--- src/threshold_pkg.sv ---
package threshold_pkg;

	// channel count and widths
	localparam int NUM_CH = 4;
	localparam int SAMPLE_W = 14;
	localparam int MAG_W = 13;
	localparam int DWELL_W = 16;
	localparam int ADDR_W = 16;
	localparam int CTRL_W = 2;
	localparam int WORD_W = SAMPLE_W + CTRL_W;

	// register offsets
	localparam logic [15:0] ADDR_STATUS = 16'h0040;
	localparam logic [15:0] ADDR_UPPER_LO = 16'h0247;
	localparam logic [15:0] ADDR_UPPER_HI = 16'h0248;
	localparam logic [15:0] ADDR_LOWER_LO = 16'h0249;
	localparam logic [15:0] ADDR_LOWER_HI = 16'h024a;
	localparam logic [15:0] ADDR_DWELL_LO = 16'h024b;
	localparam logic [15:0] ADDR_DWELL_HI = 16'h024c;

	// field positions
	localparam int STATUS_FLAG_LSB = 0;
	localparam int STATUS_CTRL_LSB = 4;
	localparam int STATUS_CTRL_W = 4;
	localparam int THR_HI_W = MAG_W - 8;
	localparam int OVR_CTRL_BIT = CTRL_W - 1;

	// reset values
	localparam logic [12:0] UPPER_RST = 13'h1fff;
	localparam logic [12:0] LOWER_RST = 13'h0000;
	localparam logic [15:0] DWELL_RST = 16'h0001;
	localparam logic [3:0] STATUS_CTRL_RST = 4'h0;

	// timing counts, in sample clock cycles
	localparam int UPPER_MAX_LAT_CYC = 30;
	localparam int LOWER_LAT_CYC = 8;
	localparam int DATA_LAT_CYC = 10;

	// threshold configuration for one channel
	typedef struct packed {
		logic [MAG_W-1:0] upper;
		logic [MAG_W-1:0] lower;
		logic [DWELL_W-1:0] dwell;
	} detect_cfg_t;

	// outgoing link sample: data above control bits
	typedef struct packed {
		logic [SAMPLE_W-1:0] data;
		logic [CTRL_W-1:0] ctrl;
	} link_word_t;

endpackage

--- src/threshold_channel.sv ---
`timescale 1ns/1ps
`default_nettype none

module threshold_channel #(
	parameter int LOWER_LAT = threshold_pkg::LOWER_LAT_CYC
) (
	// clock and reset
	input wire logic ref_clk_i,
	input wire logic nrst_i,
	// sample and configuration
	input wire logic [threshold_pkg::SAMPLE_W-1:0] sample_i,
	input wire threshold_pkg::detect_cfg_t cfg_i,
	// flag
	output logic flag_o
);

	typedef enum logic {FLAG_CLEAR, FLAG_SET} flag_state_t;

	// magnitude of a two's complement sample, saturated to the threshold scale
	function automatic logic [threshold_pkg::MAG_W-1:0] abs_sat(
		input logic [threshold_pkg::SAMPLE_W-1:0] s);
		logic [threshold_pkg::SAMPLE_W-1:0] a;
		a = s[threshold_pkg::SAMPLE_W-1] ? (~s + 14'h0001) : s;
		abs_sat = a[threshold_pkg::SAMPLE_W-1] ? 13'h1fff : a[threshold_pkg::MAG_W-1:0];
	endfunction

	logic [threshold_pkg::MAG_W-1:0] mag_reg;
	logic [threshold_pkg::MAG_W-1:0] dly_reg [LOWER_LAT];
	logic [threshold_pkg::DWELL_W-1:0] cnt_reg;
	flag_state_t state_reg;
	logic flag_reg;
	logic hit_upper;
	logic below_lower;

	// fast magnitude stage
	always_ff @(posedge ref_clk_i or negedge nrst_i) begin
		if (!nrst_i) begin
			mag_reg <= 13'h0000;
		end else begin
			mag_reg <= abs_sat(sample_i);
		end
	end

	// lower comparison sees the magnitude after the full pipeline delay
	always_ff @(posedge ref_clk_i or negedge nrst_i) begin
		if (!nrst_i) begin
			for (int i = 0; i < LOWER_LAT; i++) begin
				dly_reg[i] <= 13'h0000;
			end
		end else begin
			dly_reg[0] <= mag_reg;
			for (int i = 1; i < LOWER_LAT; i++) begin
				dly_reg[i] <= dly_reg[i-1];
			end
		end
	end

	assign hit_upper = mag_reg > cfg_i.upper;
	assign below_lower = dly_reg[LOWER_LAT-1] < cfg_i.lower;

	// flag and dwell counter
	always_ff @(posedge ref_clk_i or negedge nrst_i) begin
		if (!nrst_i) begin
			state_reg <= FLAG_CLEAR;
			flag_reg <= 1'b0;
			cnt_reg <= 16'h0000;
		end else begin
			case (state_reg)
				FLAG_CLEAR: begin
					cnt_reg <= 16'h0000;
					if (hit_upper) begin
						state_reg <= FLAG_SET;
						flag_reg <= 1'b1;
					end
				end
				FLAG_SET: begin
					if (hit_upper) begin
						cnt_reg <= 16'h0000;
					end else if (below_lower) begin
						if (cnt_reg >= cfg_i.dwell) begin
							state_reg <= FLAG_CLEAR;
							flag_reg <= 1'b0;
							cnt_reg <= 16'h0000;
						end else begin
							cnt_reg <= cnt_reg + 16'h0001;
						end
					end else begin
						cnt_reg <= 16'h0000;
					end
				end
				default: begin
					state_reg <= FLAG_CLEAR;
					flag_reg <= 1'b0;
					cnt_reg <= 16'h0000;
				end
			endcase
		end
	end

	assign flag_o = flag_reg;

endmodule

`default_nettype wire

--- src/threshold_detect.sv ---
// Operation
// - four channels, each with own detect pin
// - upper crossing sets flag at once
// - clear after dwell-exceeding run below lower
// - flags readable as status bits at 0x40
// - upper threshold from two registers, output magnitude
// - upper crossing reaches pin within 30 cycles
// - thirteen-bit lower threshold across two registers
// - lower compare full resolution, pipeline delayed
// - dwell count 1..65535 in two registers
// - overrange follows input, sample-aligned latency
// - overrange as link control bit when enabled
`timescale 1ns/1ps
`default_nettype none

module threshold_detect #(
	parameter int LOWER_LAT = threshold_pkg::LOWER_LAT_CYC,
	parameter int DATA_LAT = threshold_pkg::DATA_LAT_CYC
) (
	// clock and reset
	input wire logic ref_clk_i,
	input wire logic nrst_i,
	// converter samples and overrange, one per channel
	input wire logic [threshold_pkg::NUM_CH-1:0][threshold_pkg::SAMPLE_W-1:0] sample_i,
	input wire logic [threshold_pkg::NUM_CH-1:0] overrange_i,
	// link framing setting
	input wire logic [1:0] control_bits_per_sample_i,
	// register port
	input wire logic reg_wr_i,
	input wire logic reg_rd_i,
	input wire logic [threshold_pkg::ADDR_W-1:0] reg_addr_i,
	input wire logic [7:0] reg_wdata_i,
	output logic [7:0] reg_rdata_o,
	output logic reg_rvalid_o,
	// link samples
	output threshold_pkg::link_word_t [threshold_pkg::NUM_CH-1:0] link_word_o,
	// fast detect pins
	output logic threshold_out_ch0,
	output logic threshold_out_ch1,
	output logic threshold_out_ch2,
	output logic threshold_out_ch3
);

	localparam int NCH = threshold_pkg::NUM_CH;

	logic [7:0] upper_lo_reg;
	logic [threshold_pkg::THR_HI_W-1:0] upper_hi_reg;
	logic [7:0] lower_lo_reg;
	logic [threshold_pkg::THR_HI_W-1:0] lower_hi_reg;
	logic [7:0] dwell_lo_reg;
	logic [7:0] dwell_hi_reg;
	logic [threshold_pkg::STATUS_CTRL_W-1:0] status_ctrl_reg;
	logic [7:0] rdata_reg;
	logic rvalid_reg;
	logic [NCH-1:0][threshold_pkg::SAMPLE_W-1:0] sample_reg;
	logic [NCH-1:0] ovr_reg;
	logic [NCH-1:0][threshold_pkg::SAMPLE_W-1:0] data_dly_reg [DATA_LAT];
	logic [NCH-1:0] ovr_dly_reg [DATA_LAT];
	threshold_pkg::link_word_t [NCH-1:0] word_reg;
	logic [NCH-1:0] flag;
	logic [NCH-1:0] pin_reg;
	threshold_pkg::detect_cfg_t cfg;

	// register writes; high bytes keep only the bits the fields use
	always_ff @(posedge ref_clk_i or negedge nrst_i) begin
		if (!nrst_i) begin
			upper_lo_reg <= threshold_pkg::UPPER_RST[7:0];
			upper_hi_reg <= threshold_pkg::UPPER_RST[12:8];
			lower_lo_reg <= threshold_pkg::LOWER_RST[7:0];
			lower_hi_reg <= threshold_pkg::LOWER_RST[12:8];
			dwell_lo_reg <= threshold_pkg::DWELL_RST[7:0];
			dwell_hi_reg <= threshold_pkg::DWELL_RST[15:8];
			status_ctrl_reg <= threshold_pkg::STATUS_CTRL_RST;
		end else if (reg_wr_i) begin
			case (reg_addr_i)
				threshold_pkg::ADDR_STATUS: begin
					status_ctrl_reg <= reg_wdata_i[threshold_pkg::STATUS_CTRL_LSB +:
						threshold_pkg::STATUS_CTRL_W];
				end
				threshold_pkg::ADDR_UPPER_LO: begin
					upper_lo_reg <= reg_wdata_i;
				end
				threshold_pkg::ADDR_UPPER_HI: begin
					upper_hi_reg <= reg_wdata_i[threshold_pkg::THR_HI_W-1:0];
				end
				threshold_pkg::ADDR_LOWER_LO: begin
					lower_lo_reg <= reg_wdata_i;
				end
				threshold_pkg::ADDR_LOWER_HI: begin
					lower_hi_reg <= reg_wdata_i[threshold_pkg::THR_HI_W-1:0];
				end
				threshold_pkg::ADDR_DWELL_LO: begin
					dwell_lo_reg <= reg_wdata_i;
				end
				threshold_pkg::ADDR_DWELL_HI: begin
					dwell_hi_reg <= reg_wdata_i;
				end
				default: begin
				end
			endcase
		end
	end

	// assembled configuration shared by all channels
	assign cfg.upper = {upper_hi_reg, upper_lo_reg};
	assign cfg.lower = {lower_hi_reg, lower_lo_reg};
	assign cfg.dwell = {dwell_hi_reg, dwell_lo_reg};

	// register reads answer one cycle later; unmapped addresses read zero
	always_ff @(posedge ref_clk_i or negedge nrst_i) begin
		if (!nrst_i) begin
			rdata_reg <= 8'h00;
			rvalid_reg <= 1'b0;
		end else begin
			rvalid_reg <= reg_rd_i;
			if (reg_rd_i) begin
				case (reg_addr_i)
					threshold_pkg::ADDR_STATUS: begin
						rdata_reg <= {status_ctrl_reg, pin_reg};
					end
					threshold_pkg::ADDR_UPPER_LO: begin
						rdata_reg <= upper_lo_reg;
					end
					threshold_pkg::ADDR_UPPER_HI: begin
						rdata_reg <= {3'h0, upper_hi_reg};
					end
					threshold_pkg::ADDR_LOWER_LO: begin
						rdata_reg <= lower_lo_reg;
					end
					threshold_pkg::ADDR_LOWER_HI: begin
						rdata_reg <= {3'h0, lower_hi_reg};
					end
					threshold_pkg::ADDR_DWELL_LO: begin
						rdata_reg <= dwell_lo_reg;
					end
					threshold_pkg::ADDR_DWELL_HI: begin
						rdata_reg <= dwell_hi_reg;
					end
					default: begin
						rdata_reg <= 8'h00;
					end
				endcase
			end
		end
	end

	// input capture of samples and overrange
	always_ff @(posedge ref_clk_i or negedge nrst_i) begin
		if (!nrst_i) begin
			sample_reg <= '0;
			ovr_reg <= '0;
		end else begin
			sample_reg <= sample_i;
			ovr_reg <= overrange_i;
		end
	end

	// one detector per channel
	for (genvar c = 0; c < NCH; c++) begin : g_ch
		threshold_channel #(
			.LOWER_LAT(LOWER_LAT)
		) u_chan (
			.ref_clk_i(ref_clk_i),
			.nrst_i(nrst_i),
			.sample_i(sample_reg[c]),
			.cfg_i(cfg),
			.flag_o(flag[c])
		);
	end

	// pin stage: input reg, magnitude, flag, pin = 4 cycles
	always_ff @(posedge ref_clk_i or negedge nrst_i) begin
		if (!nrst_i) begin
			pin_reg <= '0;
		end else begin
			pin_reg <= flag;
		end
	end

	// sample and overrange delayed together so their latency matches
	always_ff @(posedge ref_clk_i or negedge nrst_i) begin
		if (!nrst_i) begin
			for (int i = 0; i < DATA_LAT; i++) begin
				data_dly_reg[i] <= '0;
				ovr_dly_reg[i] <= '0;
			end
		end else begin
			data_dly_reg[0] <= sample_reg;
			ovr_dly_reg[0] <= ovr_reg;
			for (int i = 1; i < DATA_LAT; i++) begin
				data_dly_reg[i] <= data_dly_reg[i-1];
				ovr_dly_reg[i] <= ovr_dly_reg[i-1];
			end
		end
	end

	// link word: overrange in the top control bit when control bits are on
	always_ff @(posedge ref_clk_i or negedge nrst_i) begin
		if (!nrst_i) begin
			word_reg <= '0;
		end else begin
			for (int c = 0; c < NCH; c++) begin
				word_reg[c].data <= data_dly_reg[DATA_LAT-1][c];
				word_reg[c].ctrl <= '0;
				if (control_bits_per_sample_i != 2'h0) begin
					word_reg[c].ctrl[threshold_pkg::OVR_CTRL_BIT] <=
						ovr_dly_reg[DATA_LAT-1][c];
				end
			end
		end
	end

	// outputs
	assign reg_rdata_o = rdata_reg;
	assign reg_rvalid_o = rvalid_reg;
	assign link_word_o = word_reg;
	assign threshold_out_ch0 = pin_reg[0];
	assign threshold_out_ch1 = pin_reg[1];
	assign threshold_out_ch2 = pin_reg[2];
	assign threshold_out_ch3 = pin_reg[3];

endmodule

`default_nettype wire

--- config.mk ---
export PLATFORM = sky130hd
export DESIGN_NAME = threshold_detect
export DESIGN_NICKNAME = d
export VERILOG_FILES = /design/src/threshold_pkg.sv /design/src/threshold_channel.sv /design/src/threshold_detect.sv
export SDC_FILE = /design/constraint.sdc
export NUM_CORES = 1
export LEC_CHECK = 0
export ABC_AREA = 0
export BUFFER_PORTS_ARGS = -buffer_cell sky130_fd_sc_hd__clkbuf_2
export CORE_MARGIN = 10
export CORE_UTILIZATION = 30
export DETAILED_ROUTE_END_ITERATION = 12
export PLACE_DENSITY = 0.46
export SLEW_MARGIN = 20
export SYNTH_ARGS = -nofsm -noshare
export SYNTH_HDL_FRONTEND = slang
export SYNTH_SLANG_ARGS = --single-unit
--- constraint.sdc ---
create_clock -name ref_clk_i -period 3.7 [get_ports ref_clk_i]
set_input_delay 0.74 -clock ref_clk_i [delete_from_list [all_inputs] [get_ports ref_clk_i]]
set_output_delay 0.74 -clock ref_clk_i [all_outputs]
set_load 0.02 [all_outputs]
==> summary.txt <==
GRT
  • First-pass GRT wire length: 125,000 um
  • Largest net degree at the start of global routing: 121
  • GR Overflow Total: 0
  • GRT Total Usage: 0.108
  • Antenna violations before repair: 1
  • Vias in the first global route: 21,380

Synth
  • Number of unique standard cell types used by synthesis: 68
  • Synth Instances: 2,407
  • Cell Area, Synth: 40,500 um^2
  • EDFF count, synth: 0
  • Async SR Flop Fraction: 1.00
  • Syn Area/Cell: 16.8 um^2
  • Sequential area share after synthesis: 0.815
  • Yosys reg bits: 1,319
  • Yosys warns: 0
  • Primary FF master, synth: dfrtp_1

Timing
  • Final Hold Viols: 0
  • RSZ-0062 raised after global routing: no
  • Fmax: 317 MHz
  • Clock Skews: 26.5 ps
  • # setup viols final: 0
  • Setup_tns: 0 ps
  • Worst-margin pin slew: 946 ps
  • Pins Over Slew Limit: 0
  • Final Critical Period: 3160 ps
  • Fin crit share: 0.853
  • Max_slew headroom: 0.364

Route
  • Vias per inst: 4.18
  • Vias: 19,290
  • First-pass DRT Iterations: 7
  • Routed wire length: 79,300 um
  • Drt drc: 0
  • ANT nets after route: 0
  • Routed length per instance: 17.2 um
  • Initial detailed-routing violation count: 1,230

Pwr
  • Power density cells: 634 nW/um^2
  • Leakage power: 22.2 nW
  • VDD IR max: 0.444 mV

Placed design
  • HPWL Detailed: 53,700 um
  • Final Wtd Congestion: 0.857
  • Placed Area: 43,900 um^2
  • Number of port buffers: 162

Clock network
  • # clock sinks: 1,319
  • Buffer depth of the longest clock path: 3
  • CTS clock-pin slew for the worst setup and hold paths: 60 ps
  • Clock latency on the worst-skew pair: 760 ps
  • H-Tree Level Count: 4
  • CTS tree: yes
  • Root buffer cell: clkbuf_16
  • Num CTS Buffers: 140
  • Number of setup buffers added after CTS: 0

Layout
  • Max FFs per register: 560
  • Layout cells sized above 1: 0.179
  • Area grow syn2layout: 20.6%
  • Fin area: 48,800 um^2
  • Layout Nets: 2,999

Floorplanning
  • I/O pins: 167
  • Die Y: 387 um
  • Die Wd: 387 um
  • Num rows: 134
  • Initial core utilization: 0.303
  • Core ar.: 134,000 um^2
  • Die area: 150,000 um^2

Worst setup path
  • Crit path DAT: 3840 ps
  • CP Max Fanout: 16
  • Critical Path RT: 4380 ps
  • CP Launch Type: flop
  • CP Class: reg -> reg
  • Crit. End Element: flop
  • Worst reg2reg setup slack: 540 ps

Hold path
  • Worst hold path class: in -> reg

Run
  • Max Cap Viol: 0

Run status
  • Status: completed
==> power by group <==
group          total, W  leakage, nW  internal, W  switching [W]
Combinational  0.000947         4.31     0.000301       0.000646
Sequential       0.0157         15.5       0.0153       0.000378
Clock            0.0143         2.41      0.00874        0.00558
==> area by class of cell <==
type / count / area (um^2)
tap: 1768 / 2210
clock inverter: 50 / 669
multi-input combinational: 980 / 7070
timing repair buffer: 215 / 1340
fill: 12554 / 85000
inverter: 81 / 304
sequential: 1319 / 33000
antenna: 1 / 2.50
clock buffer: 201 / 4220
==> logic make-up after synthesis <==
| family | count (synthesis) | share of synthesized area |
|---|---|---|
| flip-flops | 1319 | 0.815 |
| AND/OR/NAND/NOR | 428 | 0.0509 |
| AO/OA/AOI/OAI | 250 | 0.0403 |
| adder cells (fa/ha/maj) | 172 | 0.0531 |
| buffers and inverters | 111 | 0.0107 |
| XOR/XNOR | 88 | 0.0190 |
| multiplexers | 38 | 0.0106 |
| other | 1 | 0.0000926 |
==> cell usage in the layout, fill, tap and decap left out, types with 7 or more instances in the layout <==
cell / n
dfrtp_1: 1305
ha_1: 172
clkbuf_2: 161
clkbuf_16: 144
nand2_1: 137
nor2_1: 88
inv_1: 81
a21oi_1: 69
xor2_1: 59
nand3_1: 50
o21ai_0: 46
buf_4: 43
clkbuf_8: 40
mux2_2: 38
nor3_1: 35
xnor2_1: 29
a21o_1: 28
nand4_1: 28
and3_1: 21
nor2b_1: 20
clkinv_2: 18
clkbuf_1: 17
o31ai_1: 16
dfstp_2: 14
a31oi_1: 13
bufinv_16: 11
buf_12: 10
nand2b_1: 9
nor4_1: 8
a211oi_1: 8
o211ai_1: 7
and4_1: 7
or3_1: 7
==> critical path: stages (launching register included) <==
cell and delay [ps]:
dfstp_2 540, inv_1 210, ha_1 400, a21o_1 180, a21o_1 180, a221o_1 300
a2111oi_0 710, o211ai_1 200, buf_4 240, nor2_1 130
==> synthesized netlist by cell type (6+ instances only) <==
cell      instances  area, um^2
a211o_1           6        52.6
a211oi_1          8        60.1
a21boi_0          6        45.0
a21o_1           28         210
a21oi_1          69         345
a22o_1            6        52.6
a31oi_1          13        81.3
and3_1           21         131
and4_1            7        61.3
clkbuf_1         24        90.1
dfrtp_1        1305       32700
dfstp_2          14         368
ha_1            172        2150
inv_1            81         304
mux2_2           38         428
nand2_1         137         514
nand2b_1          9        56.3
nand3_1          50         250
nand4_1          28         175
nor2_1           88         330
nor2b_1          20         125
nor3_1           35         175
nor4_1            8        50.1
o211ai_1          7        52.6
o21ai_0          46         230
o21ai_1           6        30.0
o31ai_1          16         120
or3_1             7        43.8
xnor2_1          29         254
xor2_1           59         517
==> per-layer routing <==
metal / global-route usage / part of all wire / vias to the layer above
met2: 0.183 / 0.50 / 372
met1: 0.127 / 0.41 / 9944
met4: 0.0539 / 0.045 / 0
met5: 0 / 0 / -
met3: 0.0275 / 0.043 / 197
li1: - / - / 8777
==> per-stage QoR <==
| stage | utilization | setup WS [ps] | instances | total power (W) | hold slack, ps |
|---|---|---|---|---|---|
| final | 0.365 | 543 | 4615 | 0.0310 | 87.0 |
| after global routing | 0.365 | 373 | 4614 | 0.0324 | 36.1 |
| after CTS | 0.365 | 487 | 4614 | 0.0316 | 7.22 |
| after detailed placement | 0.328 | 501 | 4362 | 0.0170 | 335 |
| after global placement | 0.328 | 544 | 4362 | 0.0169 | 331 |
| after floorplan | - | 950 | 2410 | 0.0162 | 331 |
==> worst paths after layout <==
| check | from | endpoint | cells after the start |
|---|---|---|---|
| max | upper_lo_reg[6] | g_ch[3].u_chan.cnt_reg[12] | 9 |
| min | sample_i[0] | sample_reg[0] | 1 |
| max reg2reg | upper_lo_reg[6] | g_ch[3].u_chan.cnt_reg[12] | 9 |
| min reg2reg | g_ch[0].u_chan.dly_reg[73] | g_ch[0].u_chan.dly_reg[60] | 0 |
| max in group asynchronous | nrst_i | g_ch[2].u_chan.dly_reg[93] | 3 |
| min in group asynchronous | nrst_i | g_ch[0].u_chan.dly_reg[60] | 2 |
==> timing repair <==
action / CTS / global route
hold buffers: 1 / 0
setup endpoints to repair: 0 / 0
gates resized for setup: 0 / 0
endpoints found under the hold margin: 56 / 0
Note: power is estimated with default switching activity, not from simulation.
